==> src/stw_pkg.sv <==
package stw_pkg;
   // ---------------------------------------------------------------
   // Register addresses
   // ---------------------------------------------------------------
   localparam logic [7:0] ADDR_SWRST = 8'hF7;
   localparam logic [7:0] ADDR_EIPRI = 8'hF8;
   localparam logic [7:0] ADDR_SECIRQ = 8'hF9;
   localparam logic [7:0] ADDR_MSIRQ = 8'hFA;
   localparam logic [7:0] ADDR_MICROSECOND_RELOAD = 8'hFB;
   localparam logic [7:0] ADDR_MSL = 8'hFC;
   localparam logic [7:0] ADDR_MSH = 8'hFD;
   localparam logic [7:0] ADDR_HMS = 8'hFE;
   localparam logic [7:0] ADDR_WDCTL = 8'hFF;
   // ---------------------------------------------------------------
   // Field positions
   // ---------------------------------------------------------------
   localparam int SWRST_BIT = 0;
   localparam int LOAD_NOW_BIT = 7;
   localparam int WD_EN_BIT = 7;
   localparam int WD_DIS_BIT = 6;
   localparam int WD_RST_BIT = 5;
   localparam int WD_CNT_W = 5;
   localparam int EIP_W = 5;
   // ---------------------------------------------------------------
   // Values after reset
   // ---------------------------------------------------------------
   localparam logic [7:0] MICROSECOND_RELOAD_RST = 8'h63;
   localparam logic [15:0] MILLISECOND_RELOAD_VALUE_RST = 16'h03E7;
   localparam logic [7:0] HMS_RST = 8'h63;
   localparam logic [6:0] SEC_RST = 7'h09;
   localparam logic [6:0] MSI_RST = 7'h00;
   localparam logic [4:0] WD_CNT_RST = 5'h1F;
   // ---------------------------------------------------------------
   // Timing
   // ---------------------------------------------------------------
   localparam int CLK_PERIOD_NS = 10;
   localparam int POWERUP_NS = 1000;
   localparam int POWERUP_CYC = (POWERUP_NS + CLK_PERIOD_NS - 1) / CLK_PERIOD_NS;
   localparam int RST_HOLD_CYC = 16;
endpackage

==> src/stw_down_cnt.sv <==
// Reloadable down-counter: one output tick per (reload_val + 1) steps.
module stw_down_cnt #(
   parameter int W = 8
) (
   // Clock and reset
   input wire logic clk_sys,
   input wire logic software_reset,
   // Control
   input wire logic step,
   input wire logic load_now,
   input wire logic [W-1:0] reload_val,
   // Result
   output logic tick_o
);
   logic [W-1:0] cnt_r;

   always_ff @(posedge clk_sys) begin
      if (software_reset) begin
         cnt_r <= '0;
      end else if (load_now) begin
         cnt_r <= reload_val;
      end else if (step) begin
         if (cnt_r == '0) begin
            cnt_r <= reload_val;
         end else begin
            cnt_r <= cnt_r - 1'b1;
         end
      end
   end

   always_ff @(posedge clk_sys) begin
      if (software_reset) begin
         tick_o <= 1'b0;
      end else begin
         tick_o <= step && !load_now && (cnt_r == '0);
      end
   end
endmodule

==> src/stw_timebase.sv <==
// Overview of operation
// Writing bit 0 of software reset high then low resets the whole device.
// After that reset, straps are sampled only once the power-up delay elapsed.
// Microsecond counter ticks every reload+1 clocks, reloading at zero.
// Millisecond reload is high*256+low; ticks every value+1 clocks.
// Hundred-ms counter steps on ms ticks, period reload+1 ms periods.
// Seconds counter steps on hundred-ms ticks, period reload+1 of them.
// Seconds reload write with bit 7 loads at once, else at expiry.
// Ms interrupt counter steps on ms ticks, period reload+1 of them.
// Ms interrupt reload write with bit 7 loads at once, else at expiry.
// Seconds interrupt raised only when its enable is set.
// Ms interrupt raised only when its enable is set.
// Watchdog expires count+1 to count+2 hundred-ms periods after start.
// Bits 7/6/5 written 1 then 0 enable/disable/restart; one write does nothing.
// Watchdog at zero resets, or interrupts when reset disable is set.
// Software must keep restarting the enabled watchdog before it expires.
// Priority register holds five bits: watchdog and four external interrupts.
// Watchdog loads on enable or restart and steps on hundred-ms ticks.
module stw_timebase (
   // Clock and reset
   input wire logic clk_sys,
   input wire logic software_reset,
   // Register port
   input wire logic [7:0] sfr_addr,
   input wire logic sfr_wr,
   input wire logic sfr_rd,
   input wire logic [7:0] sfr_wdata,
   output logic [7:0] sfr_rdata,
   // Enables from other blocks
   input wire logic seconds_irq_enable,
   input wire logic millisecond_reload_value_irq_enable,
   input wire logic watchdog_reset_disable,
   // Strap pins
   input wire logic ale_strap,
   input wire logic program_store_strap,
   input wire logic external_access_strap,
   // Results
   output logic sys_reset_out,
   output logic straps_valid,
   output logic [2:0] straps_captured,
   output logic seconds_irq,
   output logic millisecond_reload_value_irq,
   output logic watchdog_irq,
   output logic [4:0] ext_irq_priority
);
   // ---------------------------------------------------------------
   // Reset generation
   // ---------------------------------------------------------------
   logic blk_rst;
   logic soft_rst_req;
   logic wd_timeout;
   logic [7:0] hold_r;
   logic [15:0] pwr_r;
   logic [2:0] strap_s1_r, strap_s2_r, strap_s3_r, strap_f_r;

   assign blk_rst = software_reset | sys_reset_out;

   always_ff @(posedge clk_sys) begin
      if (software_reset) begin
         hold_r <= 8'h00;
         sys_reset_out <= 1'b1;
      end else if (soft_rst_req || (wd_timeout && !watchdog_reset_disable)) begin
         hold_r <= 8'(stw_pkg::RST_HOLD_CYC - 1);
         sys_reset_out <= 1'b1;
      end else if (hold_r != 8'h00) begin
         hold_r <= hold_r - 8'h01;
      end else begin
         sys_reset_out <= 1'b0;
      end
   end

   always_ff @(posedge clk_sys) begin
      strap_s1_r <= {ale_strap, program_store_strap, external_access_strap};
      strap_s2_r <= strap_s1_r;
      strap_s3_r <= strap_s2_r;
      if (software_reset) begin
         strap_f_r <= 3'h0;
      end else if (strap_s2_r == strap_s3_r) begin
         strap_f_r <= strap_s3_r;
      end
   end

   always_ff @(posedge clk_sys) begin
      if (blk_rst) begin
         pwr_r <= 16'h0000;
         straps_valid <= 1'b0;
         straps_captured <= 3'h0;
      end else if (!straps_valid) begin
         if (pwr_r == 16'(stw_pkg::POWERUP_CYC - 1)) begin
            straps_valid <= 1'b1;
            straps_captured <= strap_f_r;
         end else begin
            pwr_r <= pwr_r + 16'h0001;
         end
      end
   end

   // ---------------------------------------------------------------
   // Registers
   // ---------------------------------------------------------------
   logic wr_swrst, wr_sec, wr_msi, wr_wd;
   logic swrst_r;
   logic [7:0] microsecond_reload_r, hms_r;
   logic [15:0] millisecond_reload_value_r;
   logic [6:0] sec_r, msi_r;
   logic [4:0] wd_cnt_r;
   logic [2:0] wd_arm_r;

   assign wr_swrst = sfr_wr && (sfr_addr == stw_pkg::ADDR_SWRST);
   assign wr_sec = sfr_wr && (sfr_addr == stw_pkg::ADDR_SECIRQ);
   assign wr_msi = sfr_wr && (sfr_addr == stw_pkg::ADDR_MSIRQ);
   assign wr_wd = sfr_wr && (sfr_addr == stw_pkg::ADDR_WDCTL);
   assign soft_rst_req = wr_swrst && swrst_r && !sfr_wdata[stw_pkg::SWRST_BIT];

   always_ff @(posedge clk_sys) begin
      if (blk_rst) begin
         swrst_r <= 1'b0;
      end else if (wr_swrst) begin
         swrst_r <= sfr_wdata[stw_pkg::SWRST_BIT];
      end
   end

   always_ff @(posedge clk_sys) begin
      if (blk_rst) begin
         ext_irq_priority <= 5'h00;
         microsecond_reload_r <= stw_pkg::MICROSECOND_RELOAD_RST;
         millisecond_reload_value_r <= stw_pkg::MILLISECOND_RELOAD_VALUE_RST;
         hms_r <= stw_pkg::HMS_RST;
         sec_r <= stw_pkg::SEC_RST;
         msi_r <= stw_pkg::MSI_RST;
         wd_cnt_r <= stw_pkg::WD_CNT_RST;
      end else if (sfr_wr) begin
         case (sfr_addr)
            stw_pkg::ADDR_EIPRI: ext_irq_priority <= sfr_wdata[stw_pkg::EIP_W-1:0];
            stw_pkg::ADDR_SECIRQ: sec_r <= sfr_wdata[6:0];
            stw_pkg::ADDR_MSIRQ: msi_r <= sfr_wdata[6:0];
            stw_pkg::ADDR_MICROSECOND_RELOAD: microsecond_reload_r <= sfr_wdata;
            stw_pkg::ADDR_MSL: millisecond_reload_value_r[7:0] <= sfr_wdata;
            stw_pkg::ADDR_MSH: millisecond_reload_value_r[15:8] <= sfr_wdata;
            stw_pkg::ADDR_HMS: hms_r <= sfr_wdata;
            stw_pkg::ADDR_WDCTL: wd_cnt_r <= sfr_wdata[stw_pkg::WD_CNT_W-1:0];
            default: ;
         endcase
      end
   end

   always_ff @(posedge clk_sys) begin
      if (blk_rst) begin
         sfr_rdata <= 8'h00;
      end else if (sfr_rd) begin
         case (sfr_addr)
            stw_pkg::ADDR_SWRST: sfr_rdata <= {7'h00, swrst_r};
            stw_pkg::ADDR_EIPRI: sfr_rdata <= {3'h0, ext_irq_priority};
            stw_pkg::ADDR_SECIRQ: sfr_rdata <= {1'b0, sec_r};
            stw_pkg::ADDR_MSIRQ: sfr_rdata <= {1'b0, msi_r};
            stw_pkg::ADDR_MICROSECOND_RELOAD: sfr_rdata <= microsecond_reload_r;
            stw_pkg::ADDR_MSL: sfr_rdata <= millisecond_reload_value_r[7:0];
            stw_pkg::ADDR_MSH: sfr_rdata <= millisecond_reload_value_r[15:8];
            stw_pkg::ADDR_HMS: sfr_rdata <= hms_r;
            stw_pkg::ADDR_WDCTL: sfr_rdata <= {wd_arm_r, wd_cnt_r};
            default: sfr_rdata <= 8'h00;
         endcase
      end else begin
         sfr_rdata <= 8'h00;
      end
   end

   // ---------------------------------------------------------------
   // Timebase chain
   // ---------------------------------------------------------------
   logic us_tick, ms_tick, hms_tick, sec_tick, msi_tick;
   logic sec_load, msi_load;

   assign sec_load = wr_sec && sfr_wdata[stw_pkg::LOAD_NOW_BIT];
   assign msi_load = wr_msi && sfr_wdata[stw_pkg::LOAD_NOW_BIT];

   stw_down_cnt #(.W(8)) u_microsecond_reload (
      .clk_sys(clk_sys), .software_reset(blk_rst), .step(1'b1), .load_now(1'b0),
      .reload_val(microsecond_reload_r), .tick_o(us_tick));

   stw_down_cnt #(.W(16)) u_millisecond_reload_value (
      .clk_sys(clk_sys), .software_reset(blk_rst), .step(1'b1), .load_now(1'b0),
      .reload_val(millisecond_reload_value_r), .tick_o(ms_tick));

   stw_down_cnt #(.W(8)) u_hms (
      .clk_sys(clk_sys), .software_reset(blk_rst), .step(ms_tick), .load_now(1'b0),
      .reload_val(hms_r), .tick_o(hms_tick));

   stw_down_cnt #(.W(7)) u_sec (
      .clk_sys(clk_sys), .software_reset(blk_rst), .step(hms_tick), .load_now(sec_load),
      .reload_val(sfr_wdata[6:0] & {7{sec_load}} | sec_r & {7{!sec_load}}), .tick_o(sec_tick));

   stw_down_cnt #(.W(7)) u_msi (
      .clk_sys(clk_sys), .software_reset(blk_rst), .step(ms_tick), .load_now(msi_load),
      .reload_val(sfr_wdata[6:0] & {7{msi_load}} | msi_r & {7{!msi_load}}), .tick_o(msi_tick));

   always_ff @(posedge clk_sys) begin
      if (blk_rst) begin
         seconds_irq <= 1'b0;
         millisecond_reload_value_irq <= 1'b0;
      end else begin
         seconds_irq <= sec_tick && seconds_irq_enable;
         millisecond_reload_value_irq <= msi_tick && millisecond_reload_value_irq_enable;
      end
   end

   // ---------------------------------------------------------------
   // Watchdog
   // ---------------------------------------------------------------
   logic wd_en_r;
   logic [5:0] wd_down_r;
   logic wd_go_en, wd_go_dis, wd_go_rst;

   // A command fires on the write that clears a bit the previous write set.
   assign wd_go_en = wr_wd && wd_arm_r[2] && !sfr_wdata[stw_pkg::WD_EN_BIT];
   assign wd_go_dis = wr_wd && wd_arm_r[1] && !sfr_wdata[stw_pkg::WD_DIS_BIT];
   assign wd_go_rst = wr_wd && wd_arm_r[0] && !sfr_wdata[stw_pkg::WD_RST_BIT];
   assign wd_timeout = wd_en_r && hms_tick && (wd_down_r == 6'h00) && !wd_go_rst && !wd_go_en;

   always_ff @(posedge clk_sys) begin
      if (blk_rst) begin
         wd_arm_r <= 3'h0;
      end else if (wr_wd) begin
         wd_arm_r <= sfr_wdata[stw_pkg::WD_EN_BIT:stw_pkg::WD_RST_BIT];
      end
   end

   always_ff @(posedge clk_sys) begin
      if (blk_rst) begin
         wd_en_r <= 1'b0;
      end else if (wd_go_dis) begin
         wd_en_r <= 1'b0;
      end else if (wd_go_en) begin
         wd_en_r <= 1'b1;
      end
   end

   // Loading count + 1 puts expiry between count + 1 and count + 2 periods.
   always_ff @(posedge clk_sys) begin
      if (blk_rst) begin
         wd_down_r <= 6'h00;
      end else if (wd_go_en || wd_go_rst) begin
         wd_down_r <= {1'b0, wd_cnt_r} + 6'h01;
      end else if (wd_en_r && hms_tick) begin
         if (wd_down_r == 6'h00) begin
            wd_down_r <= {1'b0, wd_cnt_r} + 6'h01;
         end else begin
            wd_down_r <= wd_down_r - 6'h01;
         end
      end
   end

   always_ff @(posedge clk_sys) begin
      if (blk_rst) begin
         watchdog_irq <= 1'b0;
      end else begin
         watchdog_irq <= wd_timeout && watchdog_reset_disable;
      end
   end
endmodule

==> config.mk <==
export PLATFORM = sky130hd
export DESIGN_NAME = stw_timebase
export DESIGN_NICKNAME = d
export VERILOG_FILES = /design/src/stw_pkg.sv /design/src/stw_down_cnt.sv /design/src/stw_timebase.sv
export SDC_FILE = /design/constraint.sdc
export NUM_CORES = 1
export LEC_CHECK = 0
export BUFFER_PORTS_ARGS = -buffer_cell sky130_fd_sc_hd__buf_2
export CORE_ASPECT_RATIO = 1.5
export CORE_UTILIZATION = 45
export DETAILED_ROUTE_END_ITERATION = 8
export PLACE_DENSITY = 0.69
export SLEW_MARGIN = 40
export SYNTH_ARGS = -nofsm -noshare
export SYNTH_HDL_FRONTEND = slang
export SYNTH_SLANG_ARGS = --single-unit
export TNS_END_PERCENT = 30
==> constraint.sdc <==
create_clock -name clk_sys -period 1.8 [get_ports clk_sys]
set_input_delay 0.18 -clock clk_sys [delete_from_list [all_inputs] [get_ports clk_sys]]
set_output_delay 0.18 -clock clk_sys [all_outputs]
set_load 0.01 [all_outputs]
=== Yosys cells after proc, flatten, opt, wreduce, memory -nomap -nowiden ===
Index checks and enable logic that the tools add are counted.

* Flip-flop bits (word level): 161
* Latch bits: 0
* Bits in writable memories: 0
* ROM bits: 0
* Output and inout port bits: 21
* Memories: 0

* Add/subtract/negate cells: 8
* Multipliers: 0
* Divide/modulo/power cells: 0
* Magnitude comparators: 0
* Eq/ne operators: 11
* Shift operators: 0
* Multiplexer cells: 16
* Bitwise logic cells: 10
* Reductions and logical operators: 61

{| class="wikitable"
|+ Operators by type and width
! kind !! number
|-
| $eq 8x8->1 const B || 9
|-
| $pmux 8 s9 || 1
|-
| $mux 7 || 6
|-
| $and 7x7->7 || 4
|-
| $logic_and 1x1->1 || 27
|-
| $reduce_and 2->1 || 10
|-
| $mux 6 || 3
|-
| $add 16x1->16 const B || 1
|-
| $eq 16x7->1 const B || 1
|-
| $logic_not 16->1 || 1
|-
| $mux 16 || 1
|-
| $sub 16x1->16 const B || 1
|-
| $sub 8x1->8 const B || 2
|-
| $logic_not 7->1 || 2
|-
| $or 7x7->7 || 2
|-
| $sub 7x1->7 const B || 2
|-
| $logic_not 1->1 || 9
|-
| $logic_not 8->1 || 1
|-
| $mux 4 || 2
|-
| $mux 8 || 1
|-
| $reduce_bool 2->1 || 4
|-
| $reduce_bool 8->1 || 1
|-
| $add 5x1->6 const B || 1
|-
| $logic_not 6->1 || 1
|-
| 7 further kinds || 13
|}

=== Logic depth before layout (Yosys ltp) ===
* Depth in word-level cells: 10
* Mapped depth: 7
* Mapped depth without buffers: 6

=== Modules after synthesis ===
Synthesis repeated with hierarchy kept, for this count alone.

* Cell total of the unflattened synthesis: 895
* Area total of the unflattened synthesis: 8187.9 sq um

{| class="wikitable"
|+ By module, submodules not included
! module !! instances !! cells each !! area an instance (sq um)
|-
| stw_timebase || 1 || 562 || 5343.9
|-
| stw_down_cnt (u_millisecond_reload_value) || 1 || 141 || 1177.4
|-
| stw_down_cnt (u_msi ...) || 2 || 62 || 533.0
|-
| stw_down_cnt (u_hms) || 1 || 68 || 600.6
|}

=== Worst setup path before layout ===
OpenSTA, ideal clock, no wires.

* Path type: reg-to-reg
* Start point: register u_hms.cnt_r[0]
* End point: register u_hms.cnt_r[0]
* Arrival: 1.622 ns
* Data required time: 1.680 ns
* Setup slack: 0.058 ns
* Cell stages (with the launch flop): 7
* Path buffers: 0
* Period minus slack after synthesis: 1.742 ns
* Path through: dfxtp_1 > inv_1 > ha_1 > nor4b_1 > nor4b_4 > nor3_1 > o31a_1

* Word-level cells in the longest chain between the ends: 2
* Elaborated cells on any way between the ends: 3
* Classes of those cells: 1 x add/sub; 1 x mux; 1 x reduce/logical

{| class="wikitable"
|+ RTL lines
! element !! RTL line !! RTL
|-
| start, declared || stw_down_cnt.sv:15 || <nowiki>logic [W-1:0] cnt_r;</nowiki>
|-
| start signal, assigned || stw_down_cnt.sv:21 || <nowiki>cnt_r <= reload_val;</nowiki>
|-
| start signal, assigned || stw_down_cnt.sv:24 || <nowiki>cnt_r <= reload_val;</nowiki>
|-
| start signal, assigned || stw_down_cnt.sv:26 || <nowiki>cnt_r <= cnt_r - 1'b1;</nowiki>
|-
| $sub 8x1->8 or $logic_not 8->1 (tied branches) || stw_down_cnt.sv:26, stw_down_cnt.sv:23 ||
|-
| $mux 8 * || stw_down_cnt.sv:23 || <nowiki>if (cnt_r == '0) begin</nowiki>
|}

Mark *: on every way between the ends. The rest lies on a longest branch, timed or not.
A chain may end at the register's enable or synchronous reset.

=== Worst setup path in the final report ===
* Start point: register u_sec.cnt_r[0]
* End point: register u_sec.cnt_r[4]

* Word-level cells in the longest chain between the ends: 4
* Elaborated cells on any way between the ends: 5
* Classes of those cells: 1 x add/sub; 3 x mux; 1 x reduce/logical

{| class="wikitable"
|+ RTL lines
! element !! RTL line !! RTL
|-
| start, declared || stw_down_cnt.sv:15 ||
|-
| start signal, assigned || stw_down_cnt.sv:21 ||
|-
| start signal, assigned || stw_down_cnt.sv:24 ||
|-
| start signal, assigned || stw_down_cnt.sv:26 ||
|-
| $sub 7x1->7 or $logic_not 7->1 (tied branches) || stw_down_cnt.sv:26, stw_down_cnt.sv:23 ||
|-
| $mux 7 * || stw_down_cnt.sv:23 ||
|-
| $mux 7 * || stw_down_cnt.sv:22 || <nowiki>end else if (step) begin</nowiki>
|-
| $mux 7 * || stw_down_cnt.sv:20 || <nowiki>end else if (load_now) begin</nowiki>
|}

Mark *: on every way between the ends. The rest lies on a longest branch, timed or not. The select of a mux whose other input is x is not followed.

==> metrics.csv <==
stage,metric,value,unit
floorplan,rows,57,
synthesis,synth_cells,832,
finish,layout-drive-gt1-share,0.1942,
synthesis,synth_area,7584,sq um
route,drtIter0Drc,363,
timing,rsz0062_at_grt,no,
outcome,status,completed,
critical_path,crit_path_cell_trace,"inv_1, ha_2, or4bb_1, a211oi_2, a21oi_1, a21oi_1",
synthesis,synth.area.top_cells,"dfxtp_1 (43%), mux2i_1 (5.9%), nor2_1 (3.9%)",
synthesis,yosysSeqAreaShare,0.4250,
synthesis,ys.warnings.count,0,
finish,antenna_cells,0,
synthesis,synthMuxAreaShare,0.1069,
critical_path,crit_top_cell,a21oi_1,
floorplan,core_area,16330,sq um
critical_path,critPathKind,flip-flop to flip-flop,
global_routing,globalRoute.totalOverflow,0,
critical_path,cp-end-kind,flip-flop,
critical_path,regToRegSetupSlack,0.1,ns
synthesis,synth_compound_area_frac,0.1371,
timing,hold_viol,0,
critical_path,cp.depth,6,
synthesis,synth.cells.most_frequent,"dfxtp_1 (161), nor2_1 (79), nand2_1 (64), a21oi_1 (46), mux2i_1 (45)",
critical_path,crit_fanout,5,
finish,fin_nets,956,
critical_path,max_stage_delay,0.53,ns
pwr,finalPower,0.01049,W
global_routing,grt_start_max_net_pins,41,
floorplan,die_w,108.0,um
route,wl_per_cell,16.93,um
pwr,ir_drop,0.001434,V
critical_path,cp_data_arrival_time,2.06,ns
synthesis,synth_largest_area_cell,dfxtp_1,
clock_network,cts_tree,built,
route,antenna_left,0,
global_routing,antenna_found_initial,0,
clock_network,cts_sinks,161,
critical_path,r2r-end,u_sec.cnt_r[4]$_SDFFE_PP0P_,
critical_path,worstPathRequired,2.16,ns
critical_path,reg2reg_from,u_sec.cnt_r[0]$_SDFFE_PP0P_,
timing,drv_slew,0,
timing,fin_setup_tns,0,ns
synthesis,synthAdderAreaFrac,0.01815,
critical_path,cpMaxStageDelayCell,or4bb_1,
finish,regArea,3223,sq um
synthesis,yosysMostFrequentCell,dfxtp_1,
timing,max_slew_margin,0.6905,
job,max_cap_violations,0,
critical_path,cp-endpoint,u_sec.cnt_r[4]$_SDFFE_PP0P_,
route,drt-total-wl,19270,um
floorplan,io_pins,47,
timing,finalSetupViolCount,0,
synthesis,synth_edf_count,0,
critical_path,crit_start,u_sec.cnt_r[0]$_SDFFE_PP0P_,
finish,syn2layout_area_growth,19.65,%
synthesis,avgSynthCellArea,9.115,sq um
synthesis,synth_top_family_by_area,simple AND/OR/NAND/NOR gates,
floorplan,dieArea,17390,sq um
timing,fin_hold_ws,0.01021,ns
clock_network,root_buffer,clkbuf_16,
finish,fin_area,9074,sq um
synthesis,ys_ff_latch,161,
clock_network,htreeDepth,4,
hold_path,min_path_type,input port to flip-flop,
route,dr_total_vias,6498,
place,place_hpwl,13880,um
synthesis,synth_xor_area_frac,0.03696,
clock_network,clk_pin_slew,0.06,ns
synthesis,synthArstFlopShare,0,
synthesis,syn-num-nets,869,
place,place_area,8363,sq um
critical_path,startpoint_type,flip-flop,
floorplan,dieHeight,161.0,um
pwr,p_leak,3.313,nW
synthesis,synth_ff_type,dfxtp_1,
synthesis,synth_top_area_frac,0.4250,
synthesis,synth_cell_types,71,
global_routing,grt_pass1_wl,31710,um
timing,fmax,587.9,MHz
clock_network,cts_inserted_buffers,17,
route,routed_via_density,5.710,
critical_path,critPathTopFamily,simple AND/OR/NAND/NOR gates,
finish,multi_input_comb_area,4148,sq um
critical_path,reg2reg_depth,6,
hold_path,hold_start,watchdog_reset_disable,
global_routing,grt_use_total,0.2346,
pwr,power_density,1156,nW/um^2
timing,fin_crit,1.701,ns
place,place_congestion,0.8282,
route,drtPass1Iterations,7,
floorplan,initial_core_util,0.4643,
synthesis,yosys.area_share.simple,0.2394,
timing,skew,0.004502,ns
finish,nFillCells,1468,
place,io_buffers,46,
route,drc,0,
critical_path,cp_num_buf_inv,1,
global_routing,grt_pass1_vias,6308,
clock_network,clock_latency,0.43,ns
timing,fin_crit_sh,0.9450,
clock_network,cts_buffer_depth,2,
timing,max_slew.worst_pin.slew,0.4600,ns
[flip-flops by register name (all words and copies together), names as in the netlist, 3 cells and up]
signal / flops
wd_cnt_r: 5
wd_arm_r: 3
strap_s2_r: 3
straps_captured: 3
u_sec.cnt_r: 7
u_msi.cnt_r: 7
strap_s3_r: 3
ext_irq_priority: 5
microsecond_reload_r: 8
wd_down_r: 6
pwr_r: 16
sec_r: 7
msi_r: 7
hold_r: 8
u_millisecond_reload_value.cnt_r: 16
u_hms.cnt_r: 8
strap_f_r: 3
hms_r: 8
sfr_rdata: 8
strap_s1_r: 3
millisecond_reload_value_r: 16
[layout by cell type (no fill, tap or decap), types with 6 or more instances in the layout]
cell type,instances
nand2_1,64
o21ai_0,32
o211ai_1,7
buf_2,46
nor3b_1,10
dfxtp_1,161
nor2_1,78
o31ai_1,6
mux4_2,12
or3_1,7
a31oi_1,9
nand2b_1,12
mux2_2,8
xor2_1,19
nor3_1,29
a211oi_1,13
and3_1,7
nand4_1,27
clkbuf_16,17
nand3b_1,6
inv_1,21
mux2i_1,45
buf_4,62
nor2b_1,11
nor4_1,13
a21oi_1,46
xnor2_1,13
ha_1,10
nand3_1,37
[power breakdown]
group / internal [W] / leakage [nW] / total (W) / switching [W]
clock network: 0.00219 / 0.283 / 0.00360 / 0.00141
registers: 0.00377 / 1.30 / 0.00398 / 0.000216
logic: 0.00125 / 1.73 / 0.00290 / 0.00166
total: 0.00720 / 3.31 / 0.0105 / 0.00329
[final cells by class]
cell class	count	area share
clock inverter	8	0.01117
inverter	22	0.009515
timing repair buffer	114	0.08439
tap	206	0.02841
sequential	161	0.3552
clock buffer	24	0.05419
multi-input combinational	603	0.4571
[worst min-delay path, delay by kind of cell]
family	cells	cell delay [ns]
buffers and inverters	1	0.11
AND/OR/NAND/NOR	2	0.09
[logic make-up after synthesis]
logic type | Yosys count
muxes | 65
buffers and inverters | 68
xor gates and xnor gates | 32
DFF | 161
AOI/OAI and AO/OA | 157
adders and majority gates | 11
and+or+nand+nor | 338
[stage by stage]
| step | setup WS (ns) | instances | util |
|---|---|---|---|
| finish | 0.09897 | 1138 | 0.5556 |
| global route | 0.00005218 | 1138 | 0.5556 |
| CTS | 0.02065 | 1137 | 0.5514 |
| detailed placement | 0.01889 | 1100 | 0.5121 |
| global placement | 0.09524 | 1100 | 0.5121 |
| floorplan | 0.05831 | 832 | - |
[worst min path at each step]
stage | to | slack [ns] | cells past startpoint
after floorplan | strap_s1_r[0]$_DFF_P_ | 0.21 | 0
after global placement | strap_s1_r[1]$_DFF_P_ | 0.28 | 1
after detailed placement | strap_s1_r[2]$_DFF_P_ | 0.28 | 1
after CTS | watchdog_irq$_SDFF_PP0_ | 0.002 | 3
after global routing | watchdog_irq$_SDFF_PP0_ | 0.006 | 3
final | watchdog_irq$_SDFF_PP0_ | 0.01 | 3
[metal layers]
metal,vias to the layer above,share of wire,global-route usage
met4,0,0.031,0.09963
met2,135,0.51,0.4010
li1,3233,-,-
met1,3093,0.42,0.2785
met5,-,0,0
met3,37,0.040,0.05287
[repair_timing]
action                                 in CTS  in global routing
hold buffers                                5                  0
endpoints found under the hold margin       5                  0
resized for setup                           0                 13
setup endpoints to repair                   0                 27
setup buffers                               0                  1
Power figures use the tool's default switching activity.
